[src/wps_pkg.sv]
// wps_pkg: constants, register map and carrier types for the
// hydronic pump and backup heater supervisor.
// assumes a 10 MHz system clock and temperatures in whole degrees C.
package wps_pkg;
  // ==========================================================
  // clock and one-second tick
  localparam int unsigned CLK_HZ = 10000000;
  localparam int unsigned TICK_S = 1;
  localparam int unsigned TICK_CYCLES = CLK_HZ * TICK_S;
  // ==========================================================
  // second-scale timer indices
  localparam int NT = 16;
  localparam int T_RUN = 0;
  localparam int T_CHOLD = 1;
  localparam int T_LFLOW = 2;
  localparam int T_OFFDLY = 3;
  localparam int T_Z1HOT = 4;
  localparam int T_ZINH = 5;
  localparam int T_SPEED = 6;
  localparam int T_RETRY = 7;
  localparam int T_FLOWON = 8;
  localparam int T_HOT = 9;
  localparam int T_SAFE = 10;
  localparam int T_PRUN = 11;
  localparam int T_HPON = 12;
  localparam int T_HOFF = 13;
  localparam int T_ODHI = 14;
  localparam int T_OUTHI = 15;
  // timer limits in seconds; the safety wait must pass "more than" 600 s
  localparam logic [11:0] LIM_S [NT] = '{
    12'd70, 12'd180, 12'd60, 12'd15, 12'd300, 12'd1800, 12'd10,
    12'd30, 12'd10, 12'd10, 12'd601, 12'd180, 12'd0, 12'd1200,
    12'd15, 12'd15};
  localparam logic [11:0] SEC_PER_MIN = 12'd60;
  // ==========================================================
  // thresholds
  localparam logic [12:0] SPD_LO_RPM = 13'd700;
  localparam logic [12:0] SPD_HI_RPM = 13'd6000;
  localparam logic signed [9:0] ZONE_HOT_C = 10'sd75;
  localparam logic signed [9:0] INLET_HOT_C = 10'sd80;
  localparam logic signed [9:0] OD_HYST_C = 10'sd2;
  // ==========================================================
  // register map (byte offsets) and reset values
  localparam logic [7:0] REG_CTRL = 8'h00;
  localparam logic [7:0] REG_SETPT = 8'h04;
  localparam logic [7:0] REG_PUMP = 8'h08;
  localparam logic [7:0] REG_STAT = 8'h0C;
  localparam int CTRL_HTR_SW = 0;
  localparam int CTRL_DELTA_T = 1;
  localparam logic [31:0] CTRL_RST = 32'h0000_0002;
  localparam logic [31:0] SETPT_RST = 32'h0503_F837;
  localparam logic [31:0] PUMP_RST = 32'h0017_7005;
  // ==========================================================
  // carriers
  typedef struct packed {
    logic signed [7:0] inlet;
    logic signed [7:0] outlet;
    logic signed [7:0] outdoor;
    logic signed [7:0] zone1;
    logic sensor_abn;
    logic flow_abn;
    logic flow_low;
    logic flow_sw_on;
    logic [12:0] speed_rpm;
  } wps_sense_type;
  typedef struct packed {
    logic unit_on;
    logic outdoor_abn;
    logic room_thermo_off;
    logic tank_thermo_off;
    logic buf_thermo_off;
    logic hp_thermo_on;
    logic hp_error;
    logic af_deice;
    logic af_deice_pump_stop;
    logic air_purge;
    logic pump_down;
    logic normal_deice;
    logic room_side;
  } wps_sys_type;
  typedef struct packed {
    logic [1:0] zone_req;
    logic pool_req;
    logic pool_fn;
    logic zone_af_active;
    logic zone_af_flag;
    logic indoor_af_active;
    logic indoor_af_flag;
    logic ext_board;
    logic buffer_tank;
  } wps_zone_type;
endpackage : wps_pkg

[src/wps_supervisor.sv]
// wps_supervisor: main, zone and pool pump sequencing, flow, speed
// and overtemperature protection, backup heater gating.
// assumes all inputs synchronous to clk; registers on a plain port.
//
// What this block does
// RULE_01: pump on at start, no errors 70s
// RULE_02: early outdoor fault: compressor off, 3min hold
// RULE_03: low flow 60s latches pump, compressor off
// RULE_04: latched errors clear only on power reset
// RULE_05: pump stays on at thermostat compressor stop
// RULE_06: room, tank or buffer thermo off stops pump
// RULE_07: pump-off delayed 15s except deice, purge
// RULE_08: speed by delta-T or max duty, cap rules
// RULE_09: zone pump follows its zone request
// RULE_10: pool pump needs pool request and function
// RULE_11: zone1 hot 5min inhibits zone pumps 30min
// RULE_12: zone anti-freeze flag drives zone pumps
// RULE_13: indoor anti-freeze gated; pool unaffected
// RULE_14: deice pump-stop forces zone pumps off; code does so only when zone.buffer_tank is clear
// RULE_15: speed out of 700..6000 for 10s faults
// RULE_16: first fault 30s stop, second latches error
// RULE_17: inlet over 80C 10s stops pump
// RULE_18: restart pump after over 10min safety stop
// RULE_19: normal heater on needs all six conditions
// RULE_20: normal heater stop conditions, 15s filters
// RULE_21: forced heater mode on heat pump error
// RULE_22: heater inhibited by sensor, flow, pump stop
// RULE_23: all timers on one-second tick, clear on drop
//
// Strobed register access and the register addresses were left to the implementer.
`timescale 1ns/1ps
`default_nettype none
module wps_supervisor
#(
  parameter int unsigned TICK_CYCLES = wps_pkg::TICK_CYCLES
)
(
  // clock and reset
  input wire logic clk,
  input wire logic nrst,
  // register port
  input wire logic [7:0] reg_addr,
  input wire logic [31:0] reg_wdata,
  input wire logic reg_wr,
  input wire logic reg_rd,
  output logic [31:0] reg_rdata,
  // plant inputs
  input wire wps_pkg::wps_sense_type sense,
  input wire wps_pkg::wps_sys_type sys,
  input wire wps_pkg::wps_zone_type zone,
  input wire logic [12:0] dt_speed_rpm,
  // actuators
  output logic main_pump,
  output logic [12:0] pump_speed_rpm,
  output logic zone_one_circ_pump,
  output logic zone_two_circ_pump,
  output logic pool_circ_pump,
  output logic heater_on,
  output logic comp_enable,
  // indications
  output logic op_led_blink,
  output logic low_flow_error_code,
  output logic pump_speed_error_code
);
  import wps_pkg::*;

  // ==========================================================
  // one-second tick
  logic [23:0] tick_cnt_q;
  logic tick_q;
  // free-running divider; every timer advances on this pulse
  always_ff @(posedge clk or negedge nrst)
  begin
    if (!nrst)
    begin
      tick_cnt_q <= 24'h000000;
      tick_q <= 1'b0;
    end
    else if (tick_cnt_q == 24'(TICK_CYCLES - 1))
    begin
      tick_cnt_q <= 24'h000000;
      tick_q <= 1'b1; // RULE_23
    end
    else
    begin
      tick_cnt_q <= tick_cnt_q + 24'h000001;
      tick_q <= 1'b0;
    end
  end

  // ==========================================================
  // registers
  logic [31:0] ctrl_q;
  logic [31:0] setpt_q;
  logic [31:0] pump_q;
  logic [31:0] stat;
  logic signed [9:0] water_set, htr_od_set, on_ofs, off_ofs;
  logic [5:0] hp_delay_min;
  logic [12:0] max_speed;
  assign water_set = 10'(setpt_q[7:0]);
  assign htr_od_set = 10'(signed'(setpt_q[15:8]));
  assign on_ofs = 10'(signed'(setpt_q[23:16]));
  assign off_ofs = 10'(signed'(setpt_q[31:24]));
  assign hp_delay_min = pump_q[5:0];
  assign max_speed = pump_q[20:8];

  // software writes; one register per aligned word
  always_ff @(posedge clk or negedge nrst)
  begin
    if (!nrst)
    begin
      ctrl_q <= CTRL_RST;
      setpt_q <= SETPT_RST;
      pump_q <= PUMP_RST;
    end
    else if (reg_wr)
    begin
      case (reg_addr)
        REG_CTRL: ctrl_q <= {30'h00000000, reg_wdata[1:0]};
        REG_SETPT: setpt_q <= reg_wdata;
        REG_PUMP: pump_q <= {11'h000, reg_wdata[20:8], 2'h0,
                             reg_wdata[5:0]};
        default: ;
      endcase
    end
  end

  // read data one cycle after the strobe; unmapped reads zero
  always_ff @(posedge clk or negedge nrst)
  begin
    if (!nrst)
      reg_rdata <= 32'h00000000;
    else if (reg_rd)
    begin
      case (reg_addr)
        REG_CTRL: reg_rdata <= ctrl_q;
        REG_SETPT: reg_rdata <= setpt_q;
        REG_PUMP: reg_rdata <= pump_q;
        REG_STAT: reg_rdata <= stat;
        default: reg_rdata <= 32'h00000000;
      endcase
    end
    else
      reg_rdata <= 32'h00000000;
  end

  // ==========================================================
  // second timers
  logic [NT-1:0] t_cond;
  logic [NT-1:0] t_done;
  logic [11:0] t_lim [NT];
  logic [11:0] t_cnt_q [NT];
  logic lf_err_q, spd_err_q, retry_q, spd_seen_q, chold_q;
  logic safe_off_q, zinh_q, pump_req;
  logic signed [9:0] inlet, outlet, outdoor, zone1;
  logic spd_bad;
  assign inlet = 10'(sense.inlet);
  assign outlet = 10'(sense.outlet);
  assign outdoor = 10'(sense.outdoor);
  assign zone1 = 10'(sense.zone1);
  assign spd_bad = main_pump && ((sense.speed_rpm < SPD_LO_RPM) ||
                                 (sense.speed_rpm > SPD_HI_RPM));

  // conditions qualifying each timer
  always_comb
  begin
    t_cond = '0;
    t_cond[T_RUN] = sys.unit_on;
    t_cond[T_CHOLD] = chold_q;
    t_cond[T_LFLOW] = t_done[T_RUN] && sense.flow_low && !lf_err_q;
    t_cond[T_OFFDLY] = main_pump && !pump_req;
    t_cond[T_Z1HOT] = (zone1 >= ZONE_HOT_C) && !zinh_q;
    t_cond[T_ZINH] = zinh_q;
    t_cond[T_SPEED] = spd_bad && !retry_q;
    t_cond[T_RETRY] = retry_q;
    t_cond[T_FLOWON] = main_pump && sense.flow_sw_on;
    t_cond[T_HOT] = t_done[T_FLOWON] && (inlet > INLET_HOT_C);
    t_cond[T_SAFE] = safe_off_q;
    t_cond[T_PRUN] = main_pump;
    t_cond[T_HPON] = sys.hp_thermo_on;
    t_cond[T_HOFF] = !heater_on;
    t_cond[T_ODHI] = heater_on && (outdoor > htr_od_set + OD_HYST_C);
    t_cond[T_OUTHI] = heater_on && (outlet > water_set + off_ofs);
  end

  // one saturating counter per timer, cleared when its cause drops
  genvar gi;
  generate
    for (gi = 0; gi < NT; gi++)
    begin : g_tmr
      if (gi == T_HPON)
      begin : g_var
        assign t_lim[gi] = 12'(hp_delay_min * SEC_PER_MIN);
      end
      else
      begin : g_fix
        assign t_lim[gi] = LIM_S[gi];
      end
      assign t_done[gi] = t_cond[gi] && (t_cnt_q[gi] >= t_lim[gi]);
      always_ff @(posedge clk or negedge nrst)
      begin
        if (!nrst)
          t_cnt_q[gi] <= 12'h000;
        else if (!t_cond[gi])
          t_cnt_q[gi] <= 12'h000; // RULE_23
        else if (tick_q && (t_cnt_q[gi] != 12'hFFF))
          t_cnt_q[gi] <= t_cnt_q[gi] + 12'h001; // RULE_23
      end
    end
  endgenerate

  // ==========================================================
  // error latches cleared by reset only; retry_q clears when its retry timer ends
  always_ff @(posedge clk or negedge nrst)
  begin
    if (!nrst)
    begin
      lf_err_q <= 1'b0;
      spd_err_q <= 1'b0;
      retry_q <= 1'b0;
      spd_seen_q <= 1'b0;
    end
    else
    begin
      if (t_done[T_LFLOW])
        lf_err_q <= 1'b1; // RULE_03 RULE_04
      if (t_done[T_SPEED] && spd_seen_q)
        spd_err_q <= 1'b1; // RULE_16 RULE_04
      if (t_done[T_SPEED] && !spd_seen_q)
      begin
        retry_q <= 1'b1; // RULE_15 RULE_16
        spd_seen_q <= 1'b1;
      end
      else if (t_done[T_RETRY])
        retry_q <= 1'b0; // RULE_16
    end
  end

  // early outdoor fault holds the compressor for three minutes
  always_ff @(posedge clk or negedge nrst)
  begin
    if (!nrst)
      chold_q <= 1'b0;
    else if (sys.unit_on && !t_done[T_RUN] && sys.outdoor_abn)
      chold_q <= 1'b1; // RULE_02
    else if (t_done[T_CHOLD])
      chold_q <= 1'b0; // RULE_02
  end

  // inlet overtemperature stop and its timed restart
  always_ff @(posedge clk or negedge nrst)
  begin
    if (!nrst)
      safe_off_q <= 1'b0;
    else if (t_done[T_HOT])
      safe_off_q <= 1'b1; // RULE_17
    else if (t_done[T_SAFE])
      safe_off_q <= 1'b0; // RULE_18
  end

  // zone pump inhibit after a hot zone 1 circuit
  always_ff @(posedge clk or negedge nrst)
  begin
    if (!nrst)
      zinh_q <= 1'b0;
    else if (t_done[T_Z1HOT])
      zinh_q <= 1'b1; // RULE_11
    else if (t_done[T_ZINH])
      zinh_q <= 1'b0; // RULE_11
  end

  // ==========================================================
  // main pump and compressor
  logic pump_kill;
  // compressor thermostat stops are not a pump-off cause
  assign pump_req = sys.unit_on && !sys.room_thermo_off && // RULE_01
                    !sys.tank_thermo_off && !sys.buf_thermo_off; // RULE_06 RULE_05
  // protection stops act at once, bypassing the off delay
  assign pump_kill = lf_err_q || spd_err_q || retry_q || safe_off_q;

  always_ff @(posedge clk or negedge nrst)
  begin
    if (!nrst)
      main_pump <= 1'b0;
    else if (pump_kill)
      main_pump <= 1'b0; // RULE_03 RULE_16 RULE_17
    else if (pump_req)
      main_pump <= 1'b1; // RULE_01 RULE_18
    else if (t_done[T_OFFDLY] || sys.af_deice || sys.air_purge)
      main_pump <= 1'b0; // RULE_07
  end

  always_ff @(posedge clk or negedge nrst)
  begin
    if (!nrst)
      comp_enable <= 1'b0;
    else
      comp_enable <= sys.unit_on && !chold_q && !pump_kill; // RULE_02
  end

  // pump speed: capped delta-T, max duty, or uncapped sequences
  always_ff @(posedge clk or negedge nrst)
  begin
    if (!nrst)
      pump_speed_rpm <= 13'h0000;
    else if (!main_pump)
      pump_speed_rpm <= 13'h0000;
    else if (sys.pump_down || sys.air_purge || sys.normal_deice)
      pump_speed_rpm <= dt_speed_rpm; // RULE_08
    else if (!ctrl_q[CTRL_DELTA_T] && sys.room_side)
      pump_speed_rpm <= max_speed; // RULE_08
    else if (dt_speed_rpm > max_speed)
      pump_speed_rpm <= max_speed; // RULE_08
    else
      pump_speed_rpm <= dt_speed_rpm; // RULE_08
  end

  // ==========================================================
  // zone and pool pumps
  logic indoor_af_ok;
  assign indoor_af_ok = zone.indoor_af_active && zone.ext_board &&
                        !zone.buffer_tank; // RULE_13
  logic [1:0] zone_pump_q;
  generate
    for (gi = 0; gi < 2; gi++)
    begin : g_zone
      always_ff @(posedge clk or negedge nrst)
      begin
        if (!nrst)
          zone_pump_q[gi] <= 1'b0;
        else if (sys.af_deice_pump_stop && !zone.buffer_tank)
          zone_pump_q[gi] <= 1'b0; // RULE_14
        else if (zone.zone_af_active)
          zone_pump_q[gi] <= zone.zone_af_flag; // RULE_12
        else if (indoor_af_ok)
          zone_pump_q[gi] <= zone.indoor_af_flag; // RULE_13
        else
          zone_pump_q[gi] <= zone.zone_req[gi] && !zinh_q; // RULE_09 RULE_11
      end
    end
  endgenerate
  assign zone_one_circ_pump = zone_pump_q[0];
  assign zone_two_circ_pump = zone_pump_q[1];

  // pool pump ignores both anti-freeze controls
  always_ff @(posedge clk or negedge nrst)
  begin
    if (!nrst)
      pool_circ_pump <= 1'b0;
    else
      pool_circ_pump <= zone.pool_req && zone.pool_fn; // RULE_10 RULE_13
  end

  // ==========================================================
  // backup heater
  logic forced, htr_block, on_norm, stop_norm, on_force, stop_force;
  // pump and flow errors forbid forced heating
  assign forced = sys.hp_error && !lf_err_q && !spd_err_q; // RULE_21
  assign htr_block = sense.sensor_abn || sense.flow_abn ||
                     !main_pump || retry_q; // RULE_22 RULE_16
  assign on_norm = ctrl_q[CTRL_HTR_SW] && t_done[T_HPON] &&
                   t_done[T_PRUN] && (outdoor < htr_od_set) &&
                   (outlet < water_set + on_ofs) &&
                   t_done[T_HOFF]; // RULE_19
  assign stop_norm = t_done[T_ODHI] || t_done[T_OUTHI] ||
                     !ctrl_q[CTRL_HTR_SW] || !sys.hp_thermo_on; // RULE_20
  assign on_force = t_done[T_PRUN] && (outlet < water_set + on_ofs) &&
                    t_done[T_HOFF]; // RULE_21
  assign stop_force = t_done[T_OUTHI]; // RULE_21

  always_ff @(posedge clk or negedge nrst)
  begin
    if (!nrst)
      heater_on <= 1'b0;
    else if (htr_block)
      heater_on <= 1'b0; // RULE_22
    else if (forced)
    begin
      if (heater_on && stop_force)
        heater_on <= 1'b0; // RULE_21
      else if (!heater_on && on_force)
        heater_on <= 1'b1; // RULE_21
    end
    else if (heater_on && (stop_norm || sys.hp_error))
      heater_on <= 1'b0; // RULE_20
    else if (!heater_on && on_norm)
      heater_on <= 1'b1; // RULE_19
  end

  // ==========================================================
  // indications
  always_ff @(posedge clk or negedge nrst)
  begin
    if (!nrst)
    begin
      low_flow_error_code <= 1'b0;
      pump_speed_error_code <= 1'b0;
      op_led_blink <= 1'b0;
    end
    else
    begin
      low_flow_error_code <= lf_err_q; // RULE_03
      pump_speed_error_code <= spd_err_q; // RULE_16
      op_led_blink <= lf_err_q || spd_err_q; // RULE_03
    end
  end

  // status word for software
  assign stat = {22'h000000, t_done[T_RUN], forced, zinh_q,
                 safe_off_q, retry_q, spd_err_q, lf_err_q,
                 heater_on, comp_enable, main_pump};
endmodule : wps_supervisor
`default_nettype wire

[config.mk]
export PLATFORM = sky130hd
export DESIGN_NAME = wps_supervisor
export DESIGN_NICKNAME = d
export VERILOG_FILES = /design/src/wps_pkg.sv /design/src/wps_supervisor.sv
export SDC_FILE = /design/constraint.sdc
export NUM_CORES = 1
export LEC_CHECK = 0
export BUFFER_PORTS_ARGS = -buffer_cell sky130_fd_sc_hd__buf_2
export CORE_MARGIN = 2
export CORE_UTILIZATION = 45
export CTS_BUF_LIST = sky130_fd_sc_hd__clkbuf_8
export CTS_CLUSTER_DIAMETER = 200
export DETAILED_ROUTE_END_ITERATION = 8
export GPL_TIMING_DRIVEN = 0
export PLACE_DENSITY = 0.59
export SYNTH_ARGS = -nofsm -noshare
export SYNTH_HDL_FRONTEND = slang
export SYNTH_SLANG_ARGS = --single-unit
export TNS_END_PERCENT = 100
[constraint.sdc]
create_clock -name clk -period 6.5 [get_ports clk]
set_input_delay 1.3 -clock clk [delete_from_list [all_inputs] [get_ports clk]]
set_output_delay 1.3 -clock clk [all_outputs]
set_load 0.005 [all_outputs]
==> out/results.txt, run 1 <==
WHS = 0.462 ns
Yosys warns = 0
Clock root buffer = clkbuf_8
Post-synth EDFFs = 0
Seq/Total Area, Yosys = 44.8%
I/O pin total = 183
Worst-margin pin slew = 0.949 ns
PwrDens = 206 nW/um^2
Total Nets Final = 2367
Largest net degree at the start of global routing = 120
Top cells by area, synth = dfrtp_1 (41%), ha_1 (8.2%), xnor2_1 (5.1%)
Slew Viols, Final = 0
Die W = 207 um
Lkg Pwr = 9.79 nW
CTS clock-pin slew for the worst setup and hold paths = 0.06 ns
Status = complete, no violations
Die Y = 207 um
GRT met1 Usage = 28.5%
Synth Instances = 1862
GRT overflow = 0
Via Count = 14100
Synthesized flop and latch total = 331
Total track usage = 20.3%
Synth top area share = 41.4%
Min-Delay Path Class = reg2reg
Rows = 74
Crit path kind = reg2reg
Vias in the first global route = 13900
Synth async-reset ratio = 100%
Vias per Instance = 5.26
Placed cells = 2577
CP Data Required Time = 7.00 ns
Die area = 42800 um^2
Max-cap violations = 0
Final WL = 42.7 mm
Maximum VDD drop = 0.000140 V
Final setup viols = 0
Skew final = 0.0180 ns
First-pass GRT wire length = 69.7 mm
Achievable frequency = 243 MHz
Final Core Density = 52.6%
Antenna Nets Post-Route = 0
Total CTS buffers = 59
Skew-Pair Late Insertion Delay = 0.64 ns
Most Used Layer, Global Route = met2
CP max stage delay = 0.57 ns
WL per Instance = 15.9 um
Final GP Congestion = 0.846
Layout cells sized above 1 = 17.7%
Initial DRC count = 709
Residual DRC count = 0
RSZ-0062 raised after global routing = no
Setup TNS = 0 ns
Slowest stage cell, crit path = dfstp_2
Post-synthesis area per instance = 9.96 um^2
Post-detail-place hpwl = 31.1 mm
Yosys cell types = 74
Synth area leader = dfrtp_1
Initial Utilization = 45.5%
CTS tree = yes
Final std cells w/o fill = 2690
Ys flop type = dfrtp_1
Crit Path Max Fanout = 4
R2r startpoint = pump_q[2]$_DFFE_PN1P_
First-pass detailed-route iteration total = 4
FILL cells = 3756
Met3 Resource Use GR = 3.34%
Setup bufs post-CTS = 0
CP Launch Type = register
Hold-fix buffers, CTS = 0
IO Port Bufs = 181
Synth top cells by count = dfrtp_1 (307), nor2_1 (197), nand2_1 (145), ha_1 (121), xnor2_1 (109)
CORE AREA = 40700 um^2
Crit-path cells = inv_1 > fa_1 > fa_1 > inv_1 > ha_1 > a21oi_1 > nor2b_1 > o21ai_0 > nand2b_1 > xnor2_1 > ha_1 > a21o_1 > a21o_1 > a211oi_1 > o31ai_1
Worst setup EP type = register
Num Clock Sinks = 331
Hold Violations, Final = 0
CTS max path bufs = 3
GR Util met2 = 32.0%
Crit path DAT = 4.61 ns
Htree depth = 2
Final Cycle Share = 63.2%
Min Tclk post-route = 4.11 ns
Post-Syn Area = 18500 um^2
Hold_sp = tick_cnt_q[0]$_DFF_PN0_
Slew headroom = 36.0%
Mapped Nets = 2123
Area Overhead vs Synth = 15.6%
Most frequent cell after synthesis = dfrtp_1
CP Launch Point = pump_q[2]$_DFFE_PN1P_
Initial antenna violation count = 3
Post-cts resize count = 0
[area by class of cell]
class	instances	area, um^2	share of cell area [%]
repair buffers	183	971	4.53
clock inverters	33	189	0.882
plain buffers	47	199	0.928
flip-flops and latches	331	8310	38.8
well taps	532	666	3.11
diodes	3	7.51	0.0350
multi-input cells	1383	9650	45.0
inverters	101	379	1.77
clock buffers	77	1060	4.95
[logic make-up after synthesis]
kind of cell | after synthesis | share of synthesized area, %
AOI/OAI and AO/OA | 250 | 9.17
and+or+nand+nor | 732 | 19.8
DFF | 331 | 44.8
buffers and inverters | 148 | 3.12
adders and majority gates | 132 | 9.35
muxes | 76 | 4.60
xor gates and xnor gates | 193 | 9.12
[through the flow]
step | total power [mW] | worst slack [ns] | instance area (um^2)
final | 4.41 | 2.39 | 21400
after floorplan | 2.29 | 2.85 | 18500
after global routing | 4.62 | 1.98 | 21400
after detailed placement | 2.44 | 2.38 | 20200
after CTS | 4.47 | 2.36 | 21400
after global placement | 2.42 | -2.34 | 20100
[state kept, by name, summed over array words and instances, names as in the netlist, 2 cells and up]
name            flops
pump_speed_rpm     13
ctrl_q              2
tick_cnt_q         24
setpt_q            32
reg_rdata          32
t_cnt_q           192
pump_q             19
[cells in the final DEF (no fill, tap or decap), types with 6 or more instances in the layout]
cell type and n:
dfrtp_1 307, nor2_1 197, buf_2 192, nand2_1 145, inv_1 123, ha_1 121
xnor2_1 109, nand3_1 96, xor2_1 84, clkbuf_8 77, o21ai_0 59, and2_1 55
mux2_2 54, a21oi_1 50, nand4_1 46, and3_1 37, nor3_1 36, clkbuf_1 32
or3_1 26, dfstp_2 24, nor2b_1 20, mux2i_1 20, nor4_1 18, a22oi_1 16
a21boi_0 16, a21o_1 15, and4_1 14, a211oi_1 12, o21a_1 12, fa_1 11
nand2b_1 9, nor3b_1 8, a41oi_1 7, clkinv_2 7, o31ai_1 6
[worst paths after layout]
path                                            end  slack (ns)  cells after the start
max                           heater_on$_DFFE_PN0P_        2.39                     15
min                         tick_cnt_q[0]$_DFF_PN0_        0.46                      1
max reg2reg                   heater_on$_DFFE_PN0P_        2.39                     15
min reg2reg                 tick_cnt_q[0]$_DFF_PN0_        0.46                      1
max in group asynchronous  t_cnt_q[164]$_DFFE_PN0P_        4.71                      2
min in group asynchronous   reg_rdata[13]$_DFF_PN0_        0.72                      1
[critical path, delay by kind of cell, from the launching register on]
| family | cells | cell delay [ns] |
|---|---|---|
| compound gates | 6 | 1.34 |
| xor+xnor | 1 | 0.13 |
| fa+ha+maj | 4 | 1.61 |
| buf+inv | 2 | 0.14 |
| flops | 1 | 0.57 |
| simple gates | 2 | 0.17 |
[per-layer routing]
metal  vias up  routed length (um)
met5         -                  31
met4         4                1090
met3        77                1790
met2       242               19200
met1      6838               20500
li1       6979                   -
[power by group]
| part | switching [mW] | total (mW) | leakage (nW) | internal [mW] |
|---|---|---|---|---|
| sequential | 0.0237 | 2.11 | 4.49 | 2.09 |
| combinational | 0.163 | 0.287 | 4.57 | 0.124 |
| clock | 0.876 | 2.01 | 0.732 | 1.13 |
| total | 1.06 | 4.41 | 9.79 | 3.35 |
Note: power is estimated with default switching activity, not from simulation.
==> run 2, diff against run 1 <==
- clock period: 6.5 -> 4.2 ns (I/O delays scaled with it)
==> run 2 against run 1 <==
  * Via count rose by 0.33%
  * Highest routed layer unchanged
  * Clock power is 55% higher
  * Worst hold slack lost 0.20 ns
  * Register-to-register slack lost 2.1 ns
  * Sequential share of layout area is 0.086 points lower
  * Fmax is 4.6% higher
  * Clock skew is 0.0023 ns higher
  * First-iteration DRC count fell by 0.28%
  * Wire length barely moved
  * Cell count stayed put
  * Global-route usage unchanged
==> out/results.txt, run 2 (synthesis results as in run 1) <==
Status = complete, no violations (unchanged)
Die area = 42800 um^2 (unchanged)
Die W = 207 um (unchanged)
Max layer used = met5 (unchanged)
CP max stage delay = 0.57 ns (about the same)
Crit Path Max Fanout = 4 (unchanged)
Slack of the worst reg-to-reg path = 0.27 ns (was 2.39 ns)
FILL cells = 3751 (was 3756)
Most common cell after layout, fill and taps aside = dfrtp_1 (unchanged)
RSZ-0062 raised after global routing = no (unchanged)
Setup bufs post-CTS = 0 (unchanged)
Commonest non-fill, non-tap cells in the layout = dfrtp_1 (307), nor2_1 (197), buf_2 (192) (unchanged)
R2R Path End = heater_on$_DFFE_PN0P_ (unchanged)
Slowest stage cell, crit path = dfstp_2 (unchanged)
Maximum VDD drop = 0.000216 V (was 0.000140 V)
Skew final = 0.0203 ns (was 0.0180 ns)
Total Nets Final = 2367 (unchanged)
Largest net degree at the start of global routing = 120 (unchanged)
CP Launch Type = register (unchanged)
Max FFs per register = 192 (unchanged)
Initial antenna violation count = 3 (unchanged)
Skew-Pair Late Insertion Delay = 0.64 ns (about the same)
Crit-path cells = inv_1 > fa_1 > fa_1 > inv_1 > ha_1 > nor2b_1 > o21ai_1 > nand2b_1 > a21o_1 > a21oi_1 > xor2_1 > ha_1 > a21o_1 > a211oi_2 > o31ai_1 (was inv_1 > fa_1 > fa_1 > inv_1 > ha_1 > a21oi_1 > nor2b_1 > o21ai_0 > nand2b_1 > xnor2_1 > ha_1 > a21o_1 > a21o_1 > a211oi_1 > o31ai_1)
Residual DRC count = 0 (unchanged)
Initial DRC count = 707 (was 709)
Rows = 74 (unchanged)
Worst setup EP type = register (unchanged)
Worst Path Buf+Inv = 2 (unchanged)
Area Overhead vs Synth = 15.9% (was 15.6%)
Num Clock Sinks = 331 (unchanged)
Cell depth of the worst flop-to-flop path = 15 (unchanged)
Antenna Nets Post-Route = 0 (unchanged)
I/O pin total = 183 (unchanged)
Min Tclk post-route = 3.93 ns (was 4.11 ns)
Via Count = 14200 (was 14100)
Total track usage = 20.3% (unchanged)
First-pass GRT wire length = 69.7 mm (unchanged)
Crit path DAT = 4.43 ns (was 4.61 ns)
Htree depth = 2 (unchanged)
Die Y = 207 um (unchanged)
Placed Area = 20200 um^2 (unchanged)
WL per Instance = 15.9 um (about the same)
Met3 WL = 1.75 mm (was 1.79 mm)
Final setup viols = 0 (unchanged)
Total CTS buffers = 59 (unchanged)
R2r startpoint = pump_q[2]$_DFFE_PN1P_ (unchanged)
Max-cap violations = 0 (unchanged)
Regs by FF count = t_cnt_q: 192 flops, reg_rdata: 32 flops, setpt_q: 32 flops (unchanged)
CTS clock-pin slew for the worst setup and hold paths = 0.06 ns (about the same)
GRT overflow = 0 (unchanged)
Min-Delay Path Class = in2async (was reg2reg)
CTS max path bufs = 3 (unchanged)
Post-cts resize count = 0 (unchanged)
CTS tree = yes (unchanged)
Worst-margin pin slew = 0.949 ns (unchanged)
Final Cycle Share = 93.5% (was 63.2%)
Crit path kind = reg2reg (unchanged)
CORE AREA = 40700 um^2 (unchanged)
Achievable frequency = 255 MHz (was 243 MHz)
Final WL = 42.7 mm (about the same)
Post-detail-place hpwl = 31.1 mm (unchanged)
WL met1 = 20.6 mm (was 20.5 mm)
Vias per Instance = 5.27 (was 5.26)
Largest Register = t_cnt_q (unchanged)
Layout cells sized above 1 = 18.1% (was 17.7%)
Vias in the first global route = 13900 (unchanged)
PwrDens = 318 nW/um^2 (was 206 nW/um^2)
Lkg Pwr = 9.80 nW (was 9.79 nW)
Final GP Congestion = 0.846 (unchanged)
IO Port Bufs = 181 (unchanged)
Initial Utilization = 45.5% (unchanged)
Hold-fix buffers, CTS = 0 (unchanged)
Slew Viols, Final = 0 (unchanged)
Cell family with most CP delay = adder cells (unchanged)
Tot Pwr = 6.83 mW (was 4.41 mW)
Clock root buffer = clkbuf_8 (unchanged)
Met2 WL = 19.3 mm (was 19.2 mm)
Hold Violations, Final = 0 (unchanged)
Pre-CTS setup slack = 0.0755 ns (was 2.38 ns)
CP Data Required Time = 4.71 ns (was 7.00 ns)
Fin worst setup slack = 0.273 ns (was 2.39 ns)
Post-route cell area = 21500 um^2 (was 21400 um^2)
Slew headroom = 36.0% (unchanged)
First-pass detailed-route iteration total = 5 (was 4)
run 2: cell count changes in the layout (fill, tap and decap cells not counted), moves of 2 or more:
cell / change
a21oi_1: -2
a21oi_2: +2
a221oi_1: -2
a221oi_2: +2
o21ai_0: -3
o21ai_1: +2
run 2: metrics by stage:
stage,cells,hold WS (ns),setup TNS (ns),utilization [%]
5_1_grt,2688,0.302,0,52.7
3_3_place_gp,2575,0.449,-1317.01,49.4
4_1_cts,2687,0.248,0,52.6
3_5_place_dp,2577,0.454,0,49.5
6_report,2690,0.259,0,52.7
2_1_floorplan,1862,0.381,0,-
run 2: power breakdown:
group	internal (mW)	leakage, nW	switching, mW
combinational	0.196	4.58	0.256
clock	1.76	0.732	1.36
sequential	3.23	4.49	0.0371
run 2: worst max-delay path by stage:
stage,start,to,slack [ns],depth (start not counted)
2_1_floorplan,pump_q[2]$_DFFE_PN1P_,heater_on$_DFFE_PN0P_,0.55,16
3_3_place_gp,nrst,tick_cnt_q[17]$_DFF_PN0_,-4.18,1
3_5_place_dp,setpt_q[0]$_DFFE_PN1P_,t_cnt_q[8]$_DFFE_PN0P_,0.08,17
4_1_cts,setpt_q[0]$_DFFE_PN1P_,t_cnt_q[8]$_DFFE_PN0P_,0.06,17
5_1_grt,pump_q[2]$_DFFE_PN1P_,heater_on$_DFFE_PN0P_,0.006,16
6_report,pump_q[2]$_DFFE_PN1P_,heater_on$_DFFE_PN0P_,0.27,15
run 2: area by class of cell:
type	count	area (um^2)	share of cell area, %
multi-input combinational	1383	9690	45.1
clock inverter	33	189	0.880
buffer	47	206	0.961
timing repair buffer	183	971	4.52
inverter	101	379	1.77
sequential	331	8310	38.7
clock buffer	77	1060	4.93
tap	532	666	3.10
antenna	3	7.51	0.0350
run 2: routing by layer:
layer | up-vias | GRT usage (%)
met2 | 245 | 32.0
met3 | 73 | 3.34
li1 | 6980 | -
met4 | 4 | 6.64
met1 | 6884 | 28.5
met5 | - | 0
run 2: worst reg2reg max path: cells and delay by family (launching register included):
| kind | cells | cell delay [ns] |
|---|---|---|
| fa+ha+maj | 4 | 1.61 |
| xor+xnor | 1 | 0.16 |
| simple gates | 2 | 0.25 |
| compound gates | 6 | 1.07 |
| buf+inv | 2 | 0.14 |
| flops | 1 | 0.57 |
==> run 3, diff against run 2 <==
- PLACE_DENSITY: 0.59 -> unset
==> run 3 against run 2 <==
  * Register-to-register slack got worse by 0.06 ns
  * Flip-flop and latch count unchanged
  * Wire length up 2.0%
  * Clock skew is 0.0019 ns higher
  * Cell count hardly changed
  * Setup slack lost 0.060 ns
  * Global-route usage up 0.43 points
  * Highest routed layer unchanged
==> out/results.txt, run 3 (synthesis results as in run 1) <==
Status = complete, no violations (unchanged)
Slew headroom = 33.1% (was 36.0%)
Htree depth = 2 (unchanged)
GRT overflow = 0 (unchanged)
Final setup viols = 0 (unchanged)
Most common cell after layout, fill and taps aside = dfrtp_1 (unchanged)
Worst Path Buf+Inv = 2 (unchanged)
Post-detail-place hpwl = 31.9 mm (was 31.1 mm)
Area Overhead vs Synth = 16.9% (was 15.9%)
FILL cells = 3758 (was 3751)
Setup TNS = 0 ns (unchanged)
Antenna Nets Post-Route = 0 (unchanged)
Largest net degree at the start of global routing = 119 (was 120)
Maximum VDD drop = 0.000202 V (was 0.000216 V)
Residual DRC count = 0 (unchanged)
Vias in the first global route = 14300 (was 13900)
CP Data Required Time = 4.75 ns (was 4.71 ns)
Slowest stage cell, crit path = dfstp_2 (unchanged)
Total Nets Final = 2369 (was 2367)
Max FFs per register = 192 (unchanged)
Commonest non-fill, non-tap cells in the layout = dfrtp_1 (307), nor2_1 (197), buf_2 (192) (unchanged)
Initial antenna violation count = 6 (was 3)
Num Clock Sinks = 331 (unchanged)
Lkg Pwr = 9.85 nW (was 9.80 nW)
Final WL = 43.5 mm (was 42.7 mm)
Setup bufs post-CTS = 0 (unchanged)
First-pass GRT wire length = 71.3 mm (was 69.7 mm)
Die Y = 207 um (unchanged)
Die W = 207 um (unchanged)
Vias per Instance = 5.28 (was 5.27)
CP Launch Type = register (unchanged)
CORE AREA = 40700 um^2 (unchanged)
Final Cycle Share = 94.9% (was 93.5%)
Cell family with most CP delay = compound AO/OA/AOI/OAI gates (was adder cells)
PwrDens = 333 nW/um^2 (was 318 nW/um^2)
Initial Utilization = 45.5% (unchanged)
Crit path DAT = 4.54 ns (was 4.43 ns)
Clock root buffer = clkbuf_8 (unchanged)
Regs by FF count = t_cnt_q: 192 flops, reg_rdata: 32 flops, setpt_q: 32 flops (unchanged)
Die area = 42800 um^2 (unchanged)
First-pass detailed-route iteration total = 5 (unchanged)
Largest Register = t_cnt_q (unchanged)
CTS tree = yes (unchanged)
Layout cells sized above 1 = 18.6% (was 18.1%)
Achievable frequency = 251 MHz (was 255 MHz)
IO Port Bufs = 181 (unchanged)
CTS clock-pin slew for the worst setup and hold paths = 0.06 ns (about the same)
Skew final = 0.0222 ns (was 0.0203 ns)
Worst setup EP type = register (unchanged)
Total CTS buffers = 59 (unchanged)
Min Tclk post-route = 3.99 ns (was 3.93 ns)
Min-Delay Path Class = in2reg (was in2async)
Via Count = 14200 (about the same)
Max-cap violations = 0 (unchanged)
Slew Viols, Final = 0 (unchanged)
Multi-input gate area = 9680 um^2 (was 9690 um^2)
Total track usage = 20.7% (was 20.3%)
Final Core Density = 53.2% (was 52.7%)
Final GP Congestion = 0.854 (was 0.846)
Worst-margin pin slew = 0.991 ns (was 0.949 ns)
Crit path kind = reg2reg (unchanged)
Hold Violations, Final = 0 (unchanged)
Initial DRC count = 587 (was 707)
Crit Path Max Fanout = 10 (was 4)
I/O pin total = 183 (unchanged)
Crit-path cells = ha_1 > inv_1 > fa_1 > nor2b_1 > o21ai_0 > a21oi_1 > o21ai_0 > a221oi_2 > xnor2_1 > ha_1 > o21a_1 > a21oi_1 > o211ai_1 > xnor2_1 > nand3_2 > buf_4 > nor2_1 (was inv_1 > fa_1 > fa_1 > inv_1 > ha_1 > nor2b_1 > o21ai_1 > nand2b_1 > a21o_1 > a21oi_1 > xor2_1 > ha_1 > a21o_1 > a211oi_2 > o31ai_1)
CTS max path bufs = 3 (unchanged)
WL per Instance = 16.2 um (was 15.9 um)
Rows = 74 (unchanged)
Skew-Pair Late Insertion Delay = 0.64 ns (about the same)
Storage cell area = 8310 um^2 (unchanged)
CP max stage delay = 0.56 ns (was 0.57 ns)
-- run 3: cell type report --
| class | count | share of cell area (%) |
|---|---|---|
| multi-input cells | 1383 | 44.7 |
| clock buffers | 82 | 5.21 |
| well taps | 532 | 3.07 |
| clock inverters | 28 | 1.30 |
| plain buffers | 47 | 0.936 |
| flip-flops and latches | 331 | 38.4 |
| inverters | 101 | 1.75 |
| diodes | 3 | 0.0347 |
| repair buffers | 185 | 4.66 |
-- run 3: what timing repair did --
action | 4_1_cts | 5_1_grt
gates resized for setup | 0 | 12
hold buffers | 1 | 0
endpoints found under the hold margin | 4 | 0
setup endpoints to repair | 0 | 11
-- run 3: final timing paths --
path / to / slack [ns] / depth (start not counted) / from
setup / recovery: t_cnt_q[10]$_DFFE_PN0P_ / 0.21 / 17 / setpt_q[0]$_DFFE_PN1P_
hold / removal: pool_circ_pump$_DFF_PN0_ / 0.43 / 2 / zone[6]
setup reg to reg: t_cnt_q[10]$_DFFE_PN0P_ / 0.21 / 17 / setpt_q[0]$_DFFE_PN1P_
hold reg to reg: retry_q$_DFFE_PN0P_ / 0.46 / 1 / spd_seen_q$_DFFE_PN0P_
max in group asynchronous: setpt_q[4]$_DFFE_PN1P_ / 2.43 / 4 / nrst
min in group asynchronous: t_cnt_q[15]$_DFFE_PN0P_ / 0.60 / 2 / nrst
-- run 3: where the power goes --
group,total (mW),switching (mW),internal (mW)
logic,0.456,0.257,0.199
registers,3.27,0.0366,3.23
clock network,3.49,1.39,2.10
-- run 3: layer usage --
metal	wire [um]	global-route usage [%]	part of all wire, %
met2	20100	33.0	46
met3	2020	4.07	4.6
met5	48	0	0.11
met4	1050	6.91	2.4
met1	20300	28.4	47
-- run 3: per-stage QoR --
step           hold WS, ns  cell area [um^2]  std cells  worst slack [ns]  power, mW
2_1_floorplan        0.381             18500       1862             0.550       3.54
3_3_place_gp         0.449             20100       2575             -4.21       3.75
3_5_place_dp         0.459             20200       2578            0.0433       3.78
4_1_cts              0.365             21600       2689            0.0270       7.33
5_1_grt              0.402             21700       2690         -0.000273       7.55
6_report             0.426             21700       2692             0.213       7.21
